## config.mk

```make
export PLATFORM = sky130hd
export DESIGN_NAME = closed_loop_ramp_pwm_config
export DESIGN_NICKNAME = d
export VERILOG_FILES = /design/src/hw/svm_pwm_gen.v /design/src/hw/closed_loop_ramp_pwm_config.v
export VERILOG_INCLUDE_DIRS = /design/src /design/src/common
export SDC_FILE = /design/constraint.sdc
export NUM_CORES = 2
export LEC_CHECK = 0
export ABC_AREA = 1
export BUFFER_PORTS_ARGS = -buffer_cell sky130_fd_sc_hd__buf_4
export CAP_MARGIN = 25
export CORE_MARGIN = 2
export CORE_UTILIZATION = 70
export DETAILED_ROUTE_END_ITERATION = 8
export PLACE_DENSITY = 0.95
export SLEW_MARGIN = 20
export SYNTH_ARGS = -nofsm -noshare
export SYNTH_HDL_FRONTEND = slang
export SYNTH_SLANG_ARGS = --single-unit
```

## constraint.sdc

```tcl
create_clock -name clk -period 16.7 [get_ports clk]
set_input_delay 2.505 -clock clk [delete_from_list [all_inputs] [get_ports clk]]
set_output_delay 2.505 -clock clk [all_outputs]
set_load 0.05 [all_outputs]
```

## src/common/ramp_pwm_defs.vh

```
`ifndef RAMP_PWM_DEFS_VH
`define RAMP_PWM_DEFS_VH

// ----------------------------------------------------------------
// Register map (byte addresses)
// ----------------------------------------------------------------
`define ADDR_CL_CONFIG_ONE  12'h048
`define ADDR_TARGET_SPEED   12'h080
`define ADDR_RAMP_STATUS    12'h084
`define ADDR_BITS           12
`define CL_CONFIG_RESET     32'h0000_0000
`define CL_CONFIG_MASK      32'hFFFF_FFFF

// ----------------------------------------------------------------
// Field positions in closed_loop_config_one
// ----------------------------------------------------------------
`define ACCEL_MSB           18
`define ACCEL_LSB           14
`define DECEL_SRC_BIT       13
`define DECEL_MSB           12
`define DECEL_LSB           8
`define FSW_MSB             7
`define FSW_LSB             4
`define SURGE_EN_BIT        3
`define DEADBAND_EN_BIT     2
`define VLOOP_DIS_BIT       1
`define PWM_MODE_BIT        0

// ----------------------------------------------------------------
// Clock and switching frequency
// ----------------------------------------------------------------
`define CLK_HZ              25000000
`define FSW_BASE_HZ         10000
`define FSW_STEP_HZ         5000
`define FSW_LAST_CODE       4'hD
`define FSW_FALLBACK_CODE   4'h0
`define FSW_CODES           14
`define PER_BITS            12
`define PWM_PERIOD(n)       (`CLK_HZ / (`FSW_BASE_HZ + (n) * `FSW_STEP_HZ))

// ----------------------------------------------------------------
// Ramp rates in half-hertz per second; speed in half-hertz steps
// ----------------------------------------------------------------
`define RATE_NO_LIMIT_CODE  5'h1F
`define RATE_CYCLES_PER_S   32'd25000000
`define RATE_TABLE_LEN      31
`define SPEED_BITS          24
`define DUTY_BITS           12
`define DUTY_MID            13'h0800
`define RATE_00 18'd1
`define RATE_01 18'd2
`define RATE_02 18'd5
`define RATE_03 18'd10
`define RATE_04 18'd15
`define RATE_05 18'd20
`define RATE_06 18'd40
`define RATE_07 18'd80
`define RATE_08 18'd120
`define RATE_09 18'd160
`define RATE_0A 18'd200
`define RATE_0B 18'd400
`define RATE_0C 18'd600
`define RATE_0D 18'd800
`define RATE_0E 18'd1000
`define RATE_0F 18'd1200
`define RATE_10 18'd1400
`define RATE_11 18'd1600
`define RATE_12 18'd1800
`define RATE_13 18'd2000
`define RATE_14 18'd4000
`define RATE_15 18'd8000
`define RATE_16 18'd12000
`define RATE_17 18'd16000
`define RATE_18 18'd20000
`define RATE_19 18'd40000
`define RATE_1A 18'd60000
`define RATE_1B 18'd80000
`define RATE_1C 18'd100000
`define RATE_1D 18'd120000
`define RATE_1E 18'd140000

`endif

```

## src/hw/svm_pwm_gen.v

```verilog
`timescale 1ns/100ps
`default_nettype none
`include "ramp_pwm_defs.vh"

module svm_pwm_gen (
    // Clock and reset
    input  wire                      clk,
    input  wire                      sys_rst,
    input  wire                      ce,
    // Settings
    input  wire [3:0]                freqCode,
    input  wire                      discontinuous,
    // Phase commands, mid-scale centred
    input  wire [`DUTY_BITS-1:0]     phaseA,
    input  wire [`DUTY_BITS-1:0]     phaseB,
    input  wire [`DUTY_BITS-1:0]     phaseC,
    // Inverter gates
    output reg  [2:0]                gateHigh_ff,
    output reg  [2:0]                gateLow_ff,
    output reg                       periodStart_ff
);

    // ----------------------------------------------------------------
    // Helpers
    // ----------------------------------------------------------------
    // Half of the carrier period; undefined codes fall back to the lowest rate
    function [`PER_BITS-1:0] halfPeriod;
        input [3:0]  code;
        integer      i;
        reg   [31:0] full;
        begin
            full = `PWM_PERIOD(0) / 2;
            for (i = 0; i < `FSW_CODES; i = i + 1) begin
                if (code == i) begin
                    full = `PWM_PERIOD(i) / 2;
                end
            end
            // Every defined half period fits the carrier counter
            halfPeriod = full[`PER_BITS-1:0];
        end
    endfunction

    // Scale a 12-bit duty to carrier counts
    function [`PER_BITS-1:0] scaleDuty;
        input [`DUTY_BITS-1:0] duty;
        input [`PER_BITS-1:0]  half;
        reg   [2*`PER_BITS-1:0] prod;
        begin
            prod      = duty * half;
            scaleDuty = prod[2*`PER_BITS-1:`DUTY_BITS];
        end
    endfunction

    // ----------------------------------------------------------------
    // Zero-sequence injection
    // ----------------------------------------------------------------
    reg [`DUTY_BITS-1:0] maxV;
    reg [`DUTY_BITS-1:0] minV;
    reg [`DUTY_BITS:0]   offs;
    reg [`DUTY_BITS-1:0] nxt_dA;
    reg [`DUTY_BITS-1:0] nxt_dB;
    reg [`DUTY_BITS-1:0] nxt_dC;

    // Continuous centres the envelope; discontinuous clamps the lowest phase
    always @* begin
        maxV = (phaseA > phaseB) ? phaseA : phaseB;
        maxV = (phaseC > maxV) ? phaseC : maxV;
        minV = (phaseA < phaseB) ? phaseA : phaseB;
        minV = (phaseC < minV) ? phaseC : minV;
        if (discontinuous) begin
            offs = {1'b0, minV};
        end else begin
            offs = (({1'b0, maxV} + {1'b0, minV}) >> 1) - `DUTY_MID;
        end
        nxt_dA = phaseA - offs[`DUTY_BITS-1:0];
        nxt_dB = phaseB - offs[`DUTY_BITS-1:0];
        nxt_dC = phaseC - offs[`DUTY_BITS-1:0];
    end

    // ----------------------------------------------------------------
    // Triangle carrier and compare
    // ----------------------------------------------------------------
    localparam [31:0]   HALF_RESET = `PWM_PERIOD(0) / 2;
    reg [`PER_BITS-1:0] cnt_ff;
    reg                 down_ff;
    reg [`PER_BITS-1:0] half_ff;
    reg [`PER_BITS-1:0] cmpA_ff;
    reg [`PER_BITS-1:0] cmpB_ff;
    reg [`PER_BITS-1:0] cmpC_ff;

    // Settings latch only at the valley, so a period is never torn
    always @(posedge clk or posedge sys_rst) begin
        if (sys_rst) begin
            cnt_ff         <= {`PER_BITS{1'b0}};
            down_ff        <= 1'b0;
            half_ff        <= HALF_RESET[`PER_BITS-1:0];
            cmpA_ff        <= {`PER_BITS{1'b0}};
            cmpB_ff        <= {`PER_BITS{1'b0}};
            cmpC_ff        <= {`PER_BITS{1'b0}};
            gateHigh_ff    <= 3'b000;
            gateLow_ff     <= 3'b000;
            periodStart_ff <= 1'b0;
        end else if (ce) begin
            periodStart_ff <= 1'b0;
            if (!down_ff) begin
                if (cnt_ff >= half_ff - 1'b1) begin
                    down_ff <= 1'b1;
                end
                cnt_ff <= cnt_ff + 1'b1;
            end else if (cnt_ff == {`PER_BITS{1'b0}} + 1'b1) begin
                cnt_ff         <= {`PER_BITS{1'b0}};
                down_ff        <= 1'b0;
                periodStart_ff <= 1'b1;
                half_ff        <= halfPeriod(freqCode);
                cmpA_ff        <= scaleDuty(nxt_dA, halfPeriod(freqCode));
                cmpB_ff        <= scaleDuty(nxt_dB, halfPeriod(freqCode));
                cmpC_ff        <= scaleDuty(nxt_dC, halfPeriod(freqCode));
            end else begin
                cnt_ff <= cnt_ff - 1'b1;
            end
            gateHigh_ff <= {cmpC_ff > cnt_ff, cmpB_ff > cnt_ff, cmpA_ff > cnt_ff};
            gateLow_ff  <= {cmpC_ff <= cnt_ff, cmpB_ff <= cnt_ff, cmpA_ff <= cnt_ff};
        end
    end

endmodule
`default_nettype wire

```

## src/hw/closed_loop_ramp_pwm_config.v

```verilog
// Design decisions made here: the register addresses and the APB interface to the registers.
`timescale 1ns/100ps
`default_nettype none
`include "ramp_pwm_defs.vh"

module closed_loop_ramp_pwm_config (
    // Clock, reset, enable
    input  wire                      clk,
    input  wire                      sys_rst,
    input  wire                      ce,
    // APB slave
    input  wire                      psel,
    input  wire                      penable,
    input  wire                      pwrite,
    input  wire [`ADDR_BITS-1:0]     paddr,
    input  wire [31:0]               pwdata,
    output reg  [31:0]               prdata_ff,
    output reg                       pready_ff,
    output reg                       pslverr_ff,
    // Phase commands from the current loop
    input  wire [`DUTY_BITS-1:0]     phaseA,
    input  wire [`DUTY_BITS-1:0]     phaseB,
    input  wire [`DUTY_BITS-1:0]     phaseC,
    // Inverter gates and ramp output
    output wire [2:0]                gateHigh_ff,
    output wire [2:0]                gateLow_ff,
    output wire                      periodStart_ff,
    output reg  [`SPEED_BITS-1:0]    speedRef_ff,
    output reg                       deadbandCompEn_ff,
    output reg                       velocityLoopDis_ff
);

    // ----------------------------------------------------------------
    // Helpers
    // ----------------------------------------------------------------
    // Rate code to half-hertz per second
    function [17:0] rateOf;
        input [4:0] code;
        begin
            case (code)
                5'h00: rateOf = `RATE_00;
                5'h01: rateOf = `RATE_01;
                5'h02: rateOf = `RATE_02;
                5'h03: rateOf = `RATE_03;
                5'h04: rateOf = `RATE_04;
                5'h05: rateOf = `RATE_05;
                5'h06: rateOf = `RATE_06;
                5'h07: rateOf = `RATE_07;
                5'h08: rateOf = `RATE_08;
                5'h09: rateOf = `RATE_09;
                5'h0A: rateOf = `RATE_0A;
                5'h0B: rateOf = `RATE_0B;
                5'h0C: rateOf = `RATE_0C;
                5'h0D: rateOf = `RATE_0D;
                5'h0E: rateOf = `RATE_0E;
                5'h0F: rateOf = `RATE_0F;
                5'h10: rateOf = `RATE_10;
                5'h11: rateOf = `RATE_11;
                5'h12: rateOf = `RATE_12;
                5'h13: rateOf = `RATE_13;
                5'h14: rateOf = `RATE_14;
                5'h15: rateOf = `RATE_15;
                5'h16: rateOf = `RATE_16;
                5'h17: rateOf = `RATE_17;
                5'h18: rateOf = `RATE_18;
                5'h19: rateOf = `RATE_19;
                5'h1A: rateOf = `RATE_1A;
                5'h1B: rateOf = `RATE_1B;
                5'h1C: rateOf = `RATE_1C;
                5'h1D: rateOf = `RATE_1D;
                5'h1E: rateOf = `RATE_1E;
                default: rateOf = 18'h0_0000;
            endcase
        end
    endfunction

    // ----------------------------------------------------------------
    // Registers and decode
    // ----------------------------------------------------------------
    reg  [31:0]             cfg_ff;
    reg  [`SPEED_BITS-1:0]  target_ff;
    reg  [4:0]              decelInUse_ff;
    wire [4:0]              accelCode = cfg_ff[`ACCEL_MSB:`ACCEL_LSB];
    wire [4:0]              decelCode = cfg_ff[`DECEL_MSB:`DECEL_LSB];
    wire [3:0]              freqRaw   = cfg_ff[`FSW_MSB:`FSW_LSB];
    wire [3:0]              freqCode;
    wire                    accessDone = psel & penable & pready_ff;
    wire                    hitCfg    = (paddr == `ADDR_CL_CONFIG_ONE);
    wire                    hitTarget = (paddr == `ADDR_TARGET_SPEED);
    wire                    hitStatus = (paddr == `ADDR_RAMP_STATUS);

    // Undefined frequency codes are replaced before the carrier sees them
    assign freqCode = (freqRaw > `FSW_LAST_CODE) ? `FSW_FALLBACK_CODE : freqRaw;

    // Decel code used only with surge guard off and source 0; else accel
    wire       useDecelCode = ~cfg_ff[`DECEL_SRC_BIT] & ~cfg_ff[`SURGE_EN_BIT];
    wire [4:0] nxt_decel    = useDecelCode ? decelCode : accelCode;

    // ----------------------------------------------------------------
    // APB slave: no wait state, answer registered
    // ----------------------------------------------------------------
    always @(posedge clk or posedge sys_rst) begin
        if (sys_rst) begin
            cfg_ff     <= `CL_CONFIG_RESET;
            target_ff  <= {`SPEED_BITS{1'b0}};
            prdata_ff  <= 32'h0000_0000;
            pready_ff  <= 1'b0;
            pslverr_ff <= 1'b0;
        end else if (ce) begin
            // Ready rises in the access phase, falls right after it
            pready_ff  <= psel & ~penable;
            pslverr_ff <= psel & ~penable & ~(hitCfg | hitTarget | hitStatus);
            if (psel & ~penable & ~pwrite) begin
                if (hitCfg) begin
                    prdata_ff <= cfg_ff;
                end else if (hitTarget) begin
                    prdata_ff <= {8'h00, target_ff};
                end else if (hitStatus) begin
                    prdata_ff <= {freqCode, 3'b000, decelInUse_ff, speedRef_ff[19:0]};
                end else begin
                    prdata_ff <= 32'h0000_0000;
                end
            end
            if (accessDone & pwrite & hitCfg) begin
                cfg_ff <= pwdata & `CL_CONFIG_MASK;
            end
            if (accessDone & pwrite & hitTarget) begin
                target_ff <= pwdata[`SPEED_BITS-1:0];
            end
        end
    end

    // ----------------------------------------------------------------
    // Speed reference ramp
    // ----------------------------------------------------------------
    reg  [31:0] frac_ff;
    wire        rising   = (target_ff > speedRef_ff);
    wire        falling  = (target_ff < speedRef_ff);
    wire [4:0]  nxt_code = rising ? accelCode : nxt_decel;
    wire [31:0] nxt_frac = frac_ff + {14'h0000, rateOf(nxt_code)};

    // Fractional accumulator: at most one half-hertz step per clock,
    // since the fastest rate is far below the clock rate
    always @(posedge clk or posedge sys_rst) begin
        if (sys_rst) begin
            speedRef_ff   <= {`SPEED_BITS{1'b0}};
            frac_ff       <= 32'h0000_0000;
            decelInUse_ff <= 5'h00;
        end else if (ce) begin
            decelInUse_ff <= nxt_decel;
            if (!(rising | falling)) begin
                frac_ff <= 32'h0000_0000;
            end else if (nxt_code == `RATE_NO_LIMIT_CODE) begin
                speedRef_ff <= target_ff;
                frac_ff     <= 32'h0000_0000;
            end else if (nxt_frac >= `RATE_CYCLES_PER_S) begin
                frac_ff <= nxt_frac - `RATE_CYCLES_PER_S;
                if (rising) begin
                    speedRef_ff <= speedRef_ff + 1'b1;
                end else begin
                    speedRef_ff <= speedRef_ff - 1'b1;
                end
            end else begin
                frac_ff <= nxt_frac;
            end
        end
    end

    // ----------------------------------------------------------------
    // Pass-through enables, registered
    // ----------------------------------------------------------------
    always @(posedge clk or posedge sys_rst) begin
        if (sys_rst) begin
            deadbandCompEn_ff  <= 1'b0;
            velocityLoopDis_ff <= 1'b0;
        end else if (ce) begin
            deadbandCompEn_ff  <= cfg_ff[`DEADBAND_EN_BIT];
            velocityLoopDis_ff <= cfg_ff[`VLOOP_DIS_BIT];
        end
    end

    // ----------------------------------------------------------------
    // Carrier and modulator
    // ----------------------------------------------------------------
    svm_pwm_gen pwmGen (
        .clk            (clk),
        .sys_rst        (sys_rst),
        .ce             (ce),
        .freqCode       (freqCode),
        .discontinuous  (cfg_ff[`PWM_MODE_BIT]),
        .phaseA         (phaseA),
        .phaseB         (phaseB),
        .phaseC         (phaseC),
        .gateHigh_ff    (gateHigh_ff),
        .gateLow_ff     (gateLow_ff),
        .periodStart_ff (periodStart_ff)
    );

endmodule
`default_nettype wire

```

==> out/results.tsv <==
metric	value	unit
CTS Buf Count	24	
fillcell total	3040	
MaxCap Viol Count	0	
violation count after the first detailed-routing iteration	3122	
total number of vias	29653	
CP required	17.16	ns
crit path launch type	input pin	
mapped cell area	30930	µm²
H-tree depth	1	
most frequent cells in the layout	nand2_1 (867), inv_1 (711), ha_1 (388), nor2_1 (372), fa_1 (276)	
Root Driver	clkbuf_16	
Clk pin slew, worst setup/hold paths	0.07	ns
routability congestion estimate from global placement	1.036	
DP HPWL	67290	µm
status	completed	
Tcrit/Tclk final	0.8057	
Initial Util	0.7039	
Critical Path End Type	flop	
Mapped Nets	4886	
layout cells sized above 1	0.08639	
Core Footprint	43930	µm²
WHS Path Cells	2	
Hold Crit Class	reg2reg	
min cycle time layout	13.46	ns
CP Data Arrival Time	13.92	ns
total global routing overflow	0	
Max Clk Rate	74.32	MHz
Via density	6.125	
CTS max path bufs	3	
ys flop type	dfrtp_1	
vias in the first global route	30140	
initial antenna violation count	3	
setup bufs post-CTS	0	
RSZ-0062 raised after global routing	false	
Detail Route Antenna Nets	0	
Clock Sinks	220	
# setup viols final	0	
die area	45880	µm²
number of max-slew violations in the final report	0	
Hold Violations, Final	0	
most common cell after layout, fill and taps aside	nand2_1	
number of gates resized after cts	0	
async set-reset flop share out of synthesis	1.000	
DRC viols	0	
Routed WL	89300	µm
Worst Reg-to-Reg Cells	37	
post-place setup slack	2.921	ns
top cells by area, synth	fa_1 (18%), dfrtp_1 (17%), ha_1 (16%), nand2_1 (11%), inv_1 (8.7%)	
#FFs+latches synth	220	
slowest cell delay on critical path	0.69	ns
Critical Path Fanout Max	24	
die span in y	214.2	µm
worst slew pin tran	1.050	ns
number of enable flip-flop cells after synthesis	0	
worst skew pair latency	0.57	ns
Mapped Cells	4136	
clk_skew	0.01548	ns
CP dominant cell by count	nand2_1	
Port Buffer Count	152	
sequential element share of the synthesized area	0.1782	
GRT Util Overall	0.3900	
CTS tree	built	
row cnt	77	
first drt pass iteration count	8	
IO Count	153	
largest net degree at the start of global routing	152	
setup tns final	0	ns
Post-Route Utilization	0.7622	
Routed wire per std cell	18.45	µm
synth warn	0	
worst rel slew slack	0.2959	
Final WS setup	3.245	ns
Distinct cells, synth	75	
Die W	214.2	µm
Avg Inst Size Synth	7.477	µm²
hold_buf cts	0	
WS Path Type	in2reg	
dominant cell type by area after synthesis	fa_1	
Synth top area share	0.1787	
first-pass GRT wire length	146400	µm
Layout Nets	4980	
Critical Path Slowest Stage Cell	o21ai_2	
Area Growth Syn to Fin	8.274	%
-- metal layers --
layer,vias up,GRT usage,part of all wire
met5,-,0,0.00016
met4,2,0.2491,0.067
met3,505,0.06837,0.099
met2,1814,0.6482,0.47
met1,13870,0.4714,0.37
li1,13462,-,-
-- path summary, 6_finish.rpt --
check                                                   start                        endpoint  slack (ns)
worst max-delay path                                phaseB[9]  pwmGen.cmpB_ff[10]$_DFFE_PP0P_        3.24
worst min-delay path            deadbandCompEn_ff$_DFFE_PP0P_   deadbandCompEn_ff$_DFFE_PP0P_        0.48
worst max register to register          cfg_ff[0]$_DFFE_PP0P_  pwmGen.cmpC_ff[10]$_DFFE_PP0P_        8.13
worst min register to register  deadbandCompEn_ff$_DFFE_PP0P_   deadbandCompEn_ff$_DFFE_PP0P_        0.48
max in group asynchronous                             sys_rst   pwmGen.cmpB_ff[9]$_DFFE_PP0P_       13.24
min in group asynchronous                             sys_rst       prdata_ff[24]$_DFFE_PP0P_        2.07
-- cells by family (layout without fill, tap and decap cells) --
kind of cell / after synthesis / in the layout / synth area share
flip-flops: 220 / 220 / 0.1782
buffers and inverters: 855 / 967 / 0.1055
XOR/XNOR: 94 / 94 / 0.02856
other: 0 / 1 / 0
adder cells (fa/ha/maj): 664 / 664 / 0.3356
AND/OR/NAND/NOR: 1636 / 1636 / 0.2251
multiplexers: 15 / 15 / 0.005179
AO/OA/AOI/OAI: 652 / 652 / 0.1218
-- Yosys cell counts, types with 28 or more instances --
cell	number
inv_1	713
xor2_1	59
ha_1	388
nor2_1	376
nand3_1	206
a21oi_1	173
dfrtp_1	215
o21ai_0	261
nand4_1	45
nand2_2	28
fa_1	276
clkbuf_1	86
o21ai_1	36
nor3_1	35
nand2_1	868
-- through the flow --
step / cells / hold slack, ns / cell area (µm²)
after floorplan: 4136 / 0.4530 / 30930
after global placement: 4794 / 0.4589 / 32560
after detailed placement: 4794 / 0.4628 / 32560
after CTS: 4838 / 0.4778 / 33450
after global routing: 4840 / 0.5000 / 33480
final: 4841 / 0.4773 / 33480
-- critical path, delay by kind of cell --
kind	cells	cell delay [ns]
AO/OA/AOI/OAI	14	3.27
buffers and inverters	9	0.96
AND/OR/NAND/NOR	26	2.72
adder cells (fa/ha/maj)	10	4.25
XOR/XNOR	1	0.17
-- final cells by class --
cell class	count	area, µm²	area share
tap	592	740.7	0.02212
clock inverter	17	259.0	0.007735
timing repair buffer	177	1340	0.04002
sequential	220	5512	0.1646
antenna	1	2.502	0.00007473
clock buffer	27	631.9	0.01887
multi-input combinational	3061	22180	0.6624
inverter	746	2820	0.08422
-- registers in the layout, summed over array words and instances (netlist names), 12 cells and up --
| name | flops |
|---|---|
| target_ff | 24 |
| pwmGen.cmpC_ff | 12 |
| prdata_ff | 32 |
| speedRef_ff | 24 |
| pwmGen.cnt_ff | 12 |
| pwmGen.cmpA_ff | 12 |
| cfg_ff | 32 |
| pwmGen.cmpB_ff | 12 |
| frac_ff | 32 |
Power is left out: the tool's default activity adds up to more than one toggle a clock period on the data nets, which glitch-free logic cannot reach.
